--- config.mk ---
export PLATFORM = sky130hd
export DESIGN_NAME = strap_ctrl
export DESIGN_NICKNAME = d
export VERILOG_FILES = /design/src/strap_ctrl_pkg.sv /design/src/strap_sync_if.sv /design/src/strap_ctrl.sv /design/src/strap_sync.sv
export SDC_FILE = /design/constraint.sdc
export NUM_CORES = 1
export LEC_CHECK = 0
export ABC_CLOCK_PERIOD_IN_PS = 3500
export BUFFER_PORTS_ARGS = -buffer_cell sky130_fd_sc_hd__buf_4
export CORE_AREA = 2 2 144 146
export CTS_CLUSTER_DIAMETER = 200
export CTS_CLUSTER_SIZE = 40
export DETAILED_ROUTE_END_ITERATION = 6
export DIE_AREA = 0 0 146 148
export PLACE_DENSITY = 0.72
export SLEW_MARGIN = 20
export SYNTH_ARGS = -nofsm -noshare
export SYNTH_HDL_FRONTEND = slang
export SYNTH_SLANG_ARGS = --single-unit
export TNS_END_PERCENT = 10
--- constraint.sdc ---
create_clock -name I_CLK -period 3.5 [get_ports I_CLK]
set_clock_uncertainty 0.1 [all_clocks]
set_input_delay 0.35 -clock I_CLK [delete_from_list [all_inputs] [get_ports I_CLK]]
set_output_delay 0.35 -clock I_CLK [all_outputs]
set_load 0.01 [all_outputs]
--- src/strap_ctrl_pkg.sv ---
// Constants and types for the strap and mode control block
package strap_ctrl_pkg;

	// ****************************************
	// Timing
	// ****************************************
	localparam int CLK_HZ           = 25000000;
	localparam int RESET_MIN_NS     = 1000;
	localparam int RESET_MIN_CYCLES = (RESET_MIN_NS * (CLK_HZ / 1000000) + 999) / 1000;
	localparam int SYNC_STAGES      = 2;

	// ****************************************
	// Command port layout
	// ****************************************
	localparam logic [3:0] ADDR_BAUD   = 4'h0;
	localparam logic [3:0] ADDR_MSGSET = 4'h1;
	localparam logic [3:0] ADDR_FREQ   = 4'h2;
	localparam logic [3:0] ADDR_STATUS = 4'h3;
	localparam logic [3:0] ADDR_SAVE   = 4'h4;
	localparam int         PARAM_NUM   = 3;

	localparam logic [31:0] BAUD_RST   = 32'h00009600;
	localparam logic [31:0] MSGSET_RST = 32'h000000ff;
	localparam logic [31:0] FREQ_RST   = 32'h00989680;

	localparam int ST_BOOT_ROM  = 0;
	localparam int ST_EXT_REF   = 1;
	localparam int ST_EXT_PULSE = 2;
	localparam int ST_HOLDOVER  = 3;
	localparam int ST_RESTORED  = 4;
	localparam int ST_SAVE_BUSY = 5;

	typedef enum logic [2:0]
	{
		NV_LOAD = 3'b001,
		NV_RUN  = 3'b010,
		NV_SAVE = 3'b100
	} nv_state_e;

endpackage

--- src/strap_sync_if.sv ---
// Synchronised strap levels passed from the synchroniser to the control logic
`timescale 1ns/100ps
interface strap_sync_if;
	logic boot_source_select;
	logic external_ref_select;
	logic pulse_ref_select;
	logic holdover_force;
	logic rst_n;
	modport src (output boot_source_select, external_ref_select, pulse_ref_select,
		holdover_force, rst_n);
	modport dst (input boot_source_select, external_ref_select, pulse_ref_select,
		holdover_force, rst_n);
endinterface

--- src/strap_ctrl.sv ---
// Strap sampling, mode selection and persistent command settings
`timescale 1ns/100ps
module strap_ctrl
	import strap_ctrl_pkg::*;
(
	input  wire logic        I_CLK,
	input  wire logic        I_RESET_N,
	input  wire logic        I_BOOT_SOURCE_SELECT,
	input  wire logic        I_EXTERNAL_REF_SELECT,
	input  wire logic        I_PULSE_REF_SELECT,
	input  wire logic        I_HOLDOVER_FORCE,
	input  wire logic [3:0]  I_ADDR,
	input  wire logic [31:0] I_WDATA,
	input  wire logic        I_WR,
	input  wire logic        I_RD,
	output logic      [31:0] O_RDATA,
	input  wire logic [95:0] I_NV_DATA,
	output logic      [95:0] O_NV_DATA,
	output logic             O_NV_WRITE,
	input  wire logic        I_NV_DONE,
	output logic             O_BOOT_FROM_ROM,
	output logic             O_USE_EXT_REF,
	output logic             O_USE_EXT_PULSE,
	output logic             O_HOLDOVER,
	output logic             O_CORE_RESET_N,
	output logic      [31:0] O_BAUD,
	output logic      [31:0] O_MSGSET,
	output logic      [31:0] O_FREQ
);
	strap_sync_if sync ();

	logic [31:0] param_r [PARAM_NUM];
	logic        boot_rom_r;
	logic        ext_ref_r;
	logic        ext_pulse_r;
	logic        holdover_r;
	logic        restored_r;
	logic        nv_write_r;
	logic [31:0] rdata_r;
	nv_state_e   nv_state_r;
	logic        save_busy;

	// ****************************************
	// Command decoding
	// ****************************************
	// Only the three setting slots hold storage; status ignores writes and a write to save only starts a commit
	function automatic logic is_param_addr(input logic [3:0] addr);
		is_param_addr = (addr == ADDR_BAUD) || (addr == ADDR_MSGSET)
			|| (addr == ADDR_FREQ);
	endfunction

	// Setting slots sit at the bottom of the map, so the low bits index the store
	function automatic logic [1:0] param_slot(input logic [3:0] addr);
		param_slot = addr[1:0];
	endfunction

	function automatic logic [31:0] status_word
	(
		input logic boot_rom,
		input logic ext_ref,
		input logic ext_pulse,
		input logic holdover,
		input logic restored,
		input logic busy
	);
		logic [31:0] word;
		word               = 32'h0;
		word[ST_BOOT_ROM]  = boot_rom;
		word[ST_EXT_REF]   = ext_ref;
		word[ST_EXT_PULSE] = ext_pulse;
		word[ST_HOLDOVER]  = holdover;
		word[ST_RESTORED]  = restored;
		word[ST_SAVE_BUSY] = busy;
		status_word        = word;
	endfunction

	// internal reset follows the pin through the synchroniser
	strap_sync u_sync
	(
		.i_clk     (I_CLK),
		.i_reset_n (I_RESET_N),
		.i_pins    ({I_HOLDOVER_FORCE, I_PULSE_REF_SELECT,
			I_EXTERNAL_REF_SELECT, I_BOOT_SOURCE_SELECT}),
		.sync      (sync.src)
	);

	// ****************************************
	// Straps caught at reset release
	// ****************************************
	// Boot and reference choices are frozen after release; changing the
	// reference pin while running would disturb the disciplining loop.
	always_ff @(posedge I_CLK or negedge I_RESET_N)
	begin
		if (!I_RESET_N)
		begin
			boot_rom_r <= 1'b0;
			ext_ref_r  <= 1'b0;
		end
		else if (!sync.rst_n)
		begin
			// Taken on both edges of the release window; the later one stands
			// low selects ROM boot
			boot_rom_r <= ~sync.boot_source_select;
			ext_ref_r  <= ~sync.external_ref_select;
		end
	end

	// ****************************************
	// Live mode pins
	// ****************************************
	// These two stay live, so the host may switch them while running
	always_ff @(posedge I_CLK or negedge I_RESET_N)
	begin
		if (!I_RESET_N)
		begin
			ext_pulse_r <= 1'b0;
			holdover_r  <= 1'b0;
		end
		else
		begin
			ext_pulse_r <= ~sync.pulse_ref_select;
			holdover_r  <= ~sync.holdover_force;
		end
	end

	// ****************************************
	// Parameter store and persistence
	// ****************************************
	// Reset defaults only matter until the stored image is read back
	always_ff @(posedge I_CLK or negedge I_RESET_N)
	begin
		if (!I_RESET_N)
		begin
			nv_state_r <= NV_LOAD;
			restored_r <= 1'b0;
			nv_write_r <= 1'b0;
			param_r[0] <= BAUD_RST;
			param_r[1] <= MSGSET_RST;
			param_r[2] <= FREQ_RST;
		end
		else if (!sync.rst_n)
		begin
			// Stay in load until the core reset lifts
			nv_state_r <= NV_LOAD;
			nv_write_r <= 1'b0;
		end
		else
		begin
			unique case (nv_state_r)
				NV_LOAD:
				begin
					// The image is taken once, in the first cycle after the core reset lifts
					// restore saved settings at start
					for (int i = 0; i < PARAM_NUM; i++)
						param_r[i] <= I_NV_DATA[i*32 +: 32];
					restored_r <= 1'b1;
					nv_state_r <= NV_RUN;
				end
				NV_RUN:
				begin
					if (I_WR && is_param_addr(I_ADDR))
						param_r[param_slot(I_ADDR)] <= I_WDATA;
					// One commit per request; further writes are dropped until it is confirmed
					if (I_WR && I_ADDR == ADDR_SAVE)
					begin
						nv_write_r <= 1'b1;
						nv_state_r <= NV_SAVE;
					end
				end
				NV_SAVE:
				begin
					// Writes are dropped here so the stored image matches the committed one
					nv_write_r <= 1'b0;
					if (I_NV_DONE)
						nv_state_r <= NV_RUN;
				end
			endcase
		end
	end

	// ****************************************
	// Read port
	// ****************************************
	// Zero outside the answer cycle, so a late sample never sees stale data
	always_ff @(posedge I_CLK or negedge I_RESET_N)
	begin
		if (!I_RESET_N)
			rdata_r <= 32'h0;
		else if (I_RD)
		begin
			unique case (I_ADDR)
				ADDR_BAUD, ADDR_MSGSET, ADDR_FREQ:
					rdata_r <= param_r[param_slot(I_ADDR)];
				ADDR_STATUS:
					rdata_r <= status_word(boot_rom_r, ext_ref_r, ext_pulse_r, holdover_r,
						restored_r, save_busy);
				default:
					rdata_r <= 32'h0;
			endcase
		end
		else
			rdata_r <= 32'h0;
	end

	assign save_busy       = (nv_state_r == NV_SAVE);
	assign O_RDATA         = rdata_r;
	assign O_NV_WRITE      = nv_write_r;
	// Storage always sees the live settings; the commit pulse picks the moment
	assign O_NV_DATA       = {param_r[2], param_r[1], param_r[0]};
	assign O_BOOT_FROM_ROM = boot_rom_r;
	assign O_USE_EXT_REF   = ext_ref_r;
	assign O_USE_EXT_PULSE = ext_pulse_r;
	assign O_HOLDOVER      = holdover_r;
	assign O_CORE_RESET_N  = sync.rst_n;
	assign O_BAUD          = param_r[0];
	assign O_MSGSET        = param_r[1];
	assign O_FREQ          = param_r[2];
endmodule

--- src/strap_sync.sv ---
// Two-stage synchronisers for strap pins and reset release
`timescale 1ns/100ps
module strap_sync
	import strap_ctrl_pkg::*;
(
	input  wire logic  i_clk,
	input  wire logic  i_reset_n,
	input  wire logic  [3:0] i_pins,
	strap_sync_if.src  sync
);
	logic [3:0] meta_r;
	logic [3:0] sync_r;
	logic [1:0] rst_r;

	// ****************************************
	// Level synchronisers
	// ****************************************
	// No reset: the pins keep flowing while reset is held, so the straps
	// have settled by the time the release window samples them
	// synchronise mode pins
	always_ff @(posedge i_clk)
	begin
		meta_r <= i_pins;
		sync_r <= meta_r;
	end

	// Reset asserts at once, releases through two flops to avoid a ragged release
	always_ff @(posedge i_clk or negedge i_reset_n)
	begin
		if (!i_reset_n)
			rst_r <= 2'h0;
		else
			rst_r <= {rst_r[0], 1'b1};
	end

	assign sync.boot_source_select  = sync_r[0];
	assign sync.external_ref_select = sync_r[1];
	assign sync.pulse_ref_select    = sync_r[2];
	assign sync.holdover_force      = sync_r[3];
	assign sync.rst_n               = rst_r[1];
endmodule

==> Word-level counts from Yosys, hierarchy flattened <==
Index checks and enable logic that the tools add are counted.
{ "op_classes": {"add_sub_neg": 0, "multipliers": 0, "div": 0, "n_lt_le_gt_ge": 2, "n_eq_ne": 11, "n_shift": 0, "n_mux": 17, "n_bitwise": 5, "n_reduce_logical": 12} }
{ "ops": {"columns": ["op", "count"], "rows": [
  ["96-bit case mux with 2 select lines", 1],
  ["32-bit two-way mux", 4],
  ["96-bit bitwise mux", 1],
  ["96-bit two-way mux", 1],
  ["32-bit binary-select mux with 2-bit select", 1],
  ["32-bit demux with 2-bit select", 1],
  ["32-bit case mux with 2 select lines", 1],
  ["3-bit two-way mux", 3],
  ["3-bit != test, second input constant", 3],
  ["3-bit case mux with 3 select lines", 1],
  ["4-bit by 2-bit == test with 1-bit output, second input constant", 2],
  ["2-bit AND reduction", 3],
  ["4-bit by 1-bit == test with 1-bit output, second input constant", 1],
  ["4-bit by 3-bit == test with 1-bit output, second input constant", 1],
  ["4-bit logical NOT", 1],
  ["1-bit inverter", 4],
  ["3-bit by 1-bit == test with 1-bit output, second input constant", 1],
  ["3-bit by 2-bit == test with 1-bit output, second input constant", 1],
  ["3-bit == test, second input constant", 1],
  ["3-bit greater-or-equal comparator, second input constant", 1],
  ["1-bit logical AND", 3],
  ["3-bit by 1-bit less-than comparator with 1-bit output, second input constant", 1],
  ["2-bit inverter with 3-bit output", 1],
  ["3-bit AND reduction", 1],
  ["other kinds (6)", 8]
]} }
{ "totals": {"reg_bits": 147, "latch_bits": 0, "ram_bits": 0, "mem_bits_ro": 0, "elab_cells": 61, "memories": 0} }

==> Logic depth before layout (Yosys ltp) <==
{ "depth": {"ltp_word": 8, "mapped_depth": 8, "mapped_depth_nobuf": 4} }

==> Cells and area by module <==
A second synthesis with hierarchy kept.
{ "hier_totals": {"cells_unflattened": 852, "hier_area_um2": 7835.0} }
{ "modules_own_cells": {"columns": ["mod", "instances", "cells_each", "area_per_inst_um2"], "rows": [
  ["strap_ctrl", 1, 841, 7621.1],
  ["strap_sync", 1, 11, 214.0]
]} }

==> Worst setup path after synthesis <==
Ideal clock, no wire load.
{ "synth_timing": {"path_type": "in2reg", "start": "in I_ADDR[1]", "end": "reg param_r, in the netlist O_FREQ[11]", "setup_ps": 125, "arrival_ps": 1721, "setup_slack_ps": 1554, "stages": 7, "path_cell_list": "clkbuf_1 nor2b_1 clkbuf_1 o21ai_2 nor2_2 buf_6 mux2_4"} }
{ "synth_via": {"elab_chain_len": 8, "word_cells_on_any_way": 17} }
{ "synth_lines": {"columns": ["item", "line_no", "rtl"], "rows": [
  ["from (decl)", "strap_ctrl.sv:12", "input wire logic [3:0] I_ADDR,"],
  ["2-bit inverter with 3-bit output (implied by the code)", "strap_ctrl.sv:162", "param_r[param_slot(I_ADDR)] <= I_WDATA;"],
  ["3-bit greater-or-equal comparator (implied by the code) / 3-bit by 1-bit less-than comparator with 1-bit output (equally long branches)", "strap_ctrl.sv:162", null],
  ["1-bit logical AND (implied by the code)", "strap_ctrl.sv:162", null],
  ["32-bit two-way mux (implied by the code)", "strap_ctrl.sv:162", null],
  ["32-bit demux with 2-bit select", "strap_ctrl.sv:162", null],
  ["96-bit bitwise mux", "strap_ctrl.sv:162", null],
  ["96-bit two-way mux", "strap_ctrl.sv:161", "if (I_WR && is_param_addr(I_ADDR))"],
  ["96-bit case mux with 2 select lines", "strap_ctrl.sv:149", "unique case (nv_state_r)"],
  ["to (signal, indexed assignment)", "strap_ctrl.sv:155", "param_r[i] <= I_NV_DATA[i*32 +: 32];"],
  ["to (decl)", "strap_ctrl.sv:32", "logic [31:0] param_r [PARAM_NUM];"]
]} }
Several ways; a longest one is shown, not always the timed one. The select of a mux whose other input is x is not followed.
A chain may end at the register's enable or synchronous reset.

==> Final worst setup path <==
{ "layout_timing": {"start": "reg nv_state_r[0]", "end": "reg param_r, in the netlist O_BAUD[11]"} }
{ "layout_via": {"elab_chain_len": 3, "word_cells_on_any_way": 6} }
{ "layout_lines": {"columns": ["item", "line_no", "rtl"], "rows": [
  ["from (decl)", "strap_ctrl.sv:40", "nv_state_e nv_state_r;"],
  ["from (signal assigned)", "strap_ctrl.sv:134", "nv_state_r <= NV_LOAD;"],
  ["from (signal assigned)", "strap_ctrl.sv:144", "nv_state_r <= NV_LOAD;"],
  ["from (signal assigned)", "strap_ctrl.sv:157", "nv_state_r <= NV_RUN;"],
  ["3-bit by 2-bit == test with 1-bit output / 3-bit by 1-bit == test with 1-bit output (equally long branches)", "strap_ctrl.sv:149", null],
  ["2-bit != test (no line) / 2-bit nonzero test (equally long branches)", null, null],
  ["3-bit AND reduction (no line)", null, null]
]} }
Several ways; a longest one is shown, not always the timed one.

==> results.json <==
{
  "grt_usage_pct": 22.6,
  "post-route-period-util_pct": 70.0,
  "ant_nets": 0,
  "numPlacedInstances": 1336,
  "path_cells": "or3b_4 > o21ai_2 > nor2_4 > buf_12 > mux2_4",
  "n_antenna_cell": 0,
  "setup_violations": 0,
  "crit_path_end_kind": "flip-flop",
  "areaGrowthSynthToFinish_pct": 34.7,
  "clkTransAtPathRegs_ns": 0.06,
  "layout.cells.non_filler": 1373,
  "antenna_found_initial": 0,
  "p_sw_mw": 2.00,
  "dr_total_vias": 6767,
  "slew_headroom_pct": 47.7,
  "io_pins": 371,
  "clockPowerShare_pct": 30.0,
  "synth-async-reset-ratio_pct": 94.6,
  "rr_worst_depth": 5,
  "min_from": "I_RD",
  "fillers": 1805,
  "core-area_um2": 20000,
  "grt_pass1_wl_mm": 38.2,
  "cts_buffer_depth": 2,
  "chipHeight_um": 148,
  "dp_hpwl_mm": 17.3,
  "maxCapViolCount": 0,
  "yosys_register_bits": 147,
  "synth-edff-count": 0,
  "cts_sinks": 147,
  "p_comb_share_pct": 32.6,
  "grt_setup_unrepaired": "no",
  "route.detailed.drc": 0,
  "critical_path_arrival_ns": 2.64,
  "fmax_ghz": 0.408,
  "tns_ns": 0,
  "slowest_delay_ns": 0.57,
  "startpoint_type": "flip-flop",
  "finalInstanceArea_um2": 11200,
  "place_area_um2": 10500,
  "internal_power_mw": 4.45,
  "routed_via_density": 4.93,
  "fin_crit_ns": 2.45,
  "ys_seq_area_share_pct": 44.0,
  "wl_mm": 25.0,
  "avgSynthCellArea_um2": 9.97,
  "syn_area_um2": 8320,
  "synth_cells": 835,
  "grt_pass1_vias": 6761,
  "drt-pass1-iter-count": 6,
  "portBuffers": 370,
  "power_density_nw_per_um2": 575,
  "globalplace.congestion": 0.809,
  "regToRegStartpoint": "nv_state_r[0]",
  "overflow": 0,
  "switching_share_pct": 31.0,
  "initial_core_util_pct": 41.5,
  "hold_depth": 2,
  "root_buffer": "clkbuf_16",
  "critPathKind": "flip-flop to flip-flop",
  "syn_nets": 976,
  "p_leak_nw": 5.61,
  "final_cell_mix": "379 x buf_4, 193 x nand2_1, 118 x dfrtp_1",
  "synth_ff_type": "dfrtp_1",
  "fin_nets": 1231,
  "cts_tree": "yes",
  "htreeDepth": 4,
  "rows": 52,
  "crit_path_top_delay_cell": "dfstp_2",
  "grt_max_degree": 83,
  "insertion_delay_ns": 0.42,
  "drv_slew": 0,
  "final_common_cell": "buf_4",
  "cts_buffers": 17,
  "peakVddDrop_v": 0.000310,
  "reg2reg_slack_ns": 1.05,
  "tightest_slew_ns": 0.785,
  "hp-class": "input port to flip-flop",
  "hold_end": "O_RDATA[3]",
  "synth_cell_types": 32,
  "hold_viol_final": 0,
  "ys_warn_count": 0,
  "wl_per_cell_um": 18.2,
  "die_width_um": 146,
  "cp_max_fo": 47,
  "critPathRequiredTime_ns": 3.69,
  "die_area_um2": 21600,
  "drive_gt1_share_pct": 49.6,
  "reg2reg_to": "O_BAUD[11]",
  "outcome": "finished, final reports clean",
  "cts_resized": 0,
  "drt_iter0_drc": 305,
  "seq_power_share_pct": 37.4
}
logic make-up after synthesis:
family	after synthesis	share of synthesized area (%)
buf+inv	154	12.9
simple gates	273	13.0
compound gates	132	8.13
other cells	1	0.0451
flops	147	44.0
mux	128	21.8
worst max-delay path: cells and delay by family, from the launching register on:
family                 cells  cell delay (ns)
DFF                        1             0.57
and+or+nand+nor            2             0.90
buffers and inverters      1             0.30
AOI/OAI and AO/OA          1             0.12
muxes                      1             0.32
sequential cells by signal (all words and copies together) (netlist names), 2 cells and up:
name	flops
u_sync.meta_r	4
u_sync.sync_r	4
nv_state_r	3
O_BAUD	32
O_RDATA	32
u_sync.rst_r	2
O_MSGSET	32
O_FREQ	32
power by group through the flow:
stage	Sequential (mW)	Combinational, mW	Clock (mW)
finish	2.41	2.10	1.94
global route	2.46	2.24	2.05
CTS	2.41	2.12	1.96
detailed placement	2.44	2.12	0
global placement	2.43	2.08	0
floorplan	2.45	1.23	0
repair_timing:
item	CTS	global route
hold buffers	5	0
endpoints found under the hold margin	71	0
setup buffers	0	0
routing by layer:
layer / GRT usage (%) / wire length [um] / up-vias / share of wire [%]
li1: - / - / 3193 / -
met1: 28.4 / 10400 / 3289 / 41
met2: 39.9 / 12700 / 264 / 51
met3: 5.15 / 1680 / 21 / 6.7
met4: 5.00 / 287 / 0 / 1.1
met5: 0 / 0 / - / 0
per-stage QoR:
step / hold slack, ns / util (%) / power, mW / worst slack [ns]
5_1_grt: 0.102 / 55.9 / 6.74 / 0.877
2_1_floorplan: -0.0456 / - / 3.67 / 1.55
3_5_place_dp: 0.212 / 52.6 / 4.55 / 0.973
4_1_cts: 0.107 / 55.9 / 6.50 / 1.03
3_3_place_gp: 0.210 / 52.6 / 4.51 / 1.02
6_report: 0.126 / 55.9 / 6.45 / 1.05
cells in the mapped netlist (all sizes together), types with 2 or more instances:
library cell	number	share of area, %
clkbuf	28	1.3
dfrtp	118	35
nor2	62	2.9
nand2	194	8.7
buf	123	12
a21oi	29	1.7
mux2	96	17
dfstp	21	6.6
nor2b	5	0.38
inv	2	0.090
a31oi	2	0.15
dfxtp	8	1.9
mux4	6	1.6
and3	5	0.38
mux2i	26	3.1
o21ai	100	6.1
how the worst max path moves through the flow:
stage | startpoint | endpoint | slack, ns
6_report | nv_state_r[0] | O_BAUD[11] | 1.05
5_1_grt | nv_state_r[1] | O_MSGSET[13] | 0.88
4_1_cts | nv_state_r[0] | O_MSGSET[16] | 1.03
3_5_place_dp | I_ADDR[0] | O_MSGSET[16] | 0.97
3_3_place_gp | I_ADDR[0] | O_MSGSET[0] | 1.02
2_1_floorplan | I_ADDR[1] | O_FREQ[11] | 1.55
layout make-up:
class	count	area [um2]	area share (%)
Sequential cell	147	3660	32.7
Multi-Input combinational cell	534	3620	32.3
Timing Repair Buffer	387	2950	26.3
Clock buffer	21	493	4.40
Tap cell	270	338	3.01
Clock inverter	11	134	1.19
Inverter	3	11.3	0.100
(Power assumes the default switching activity.)
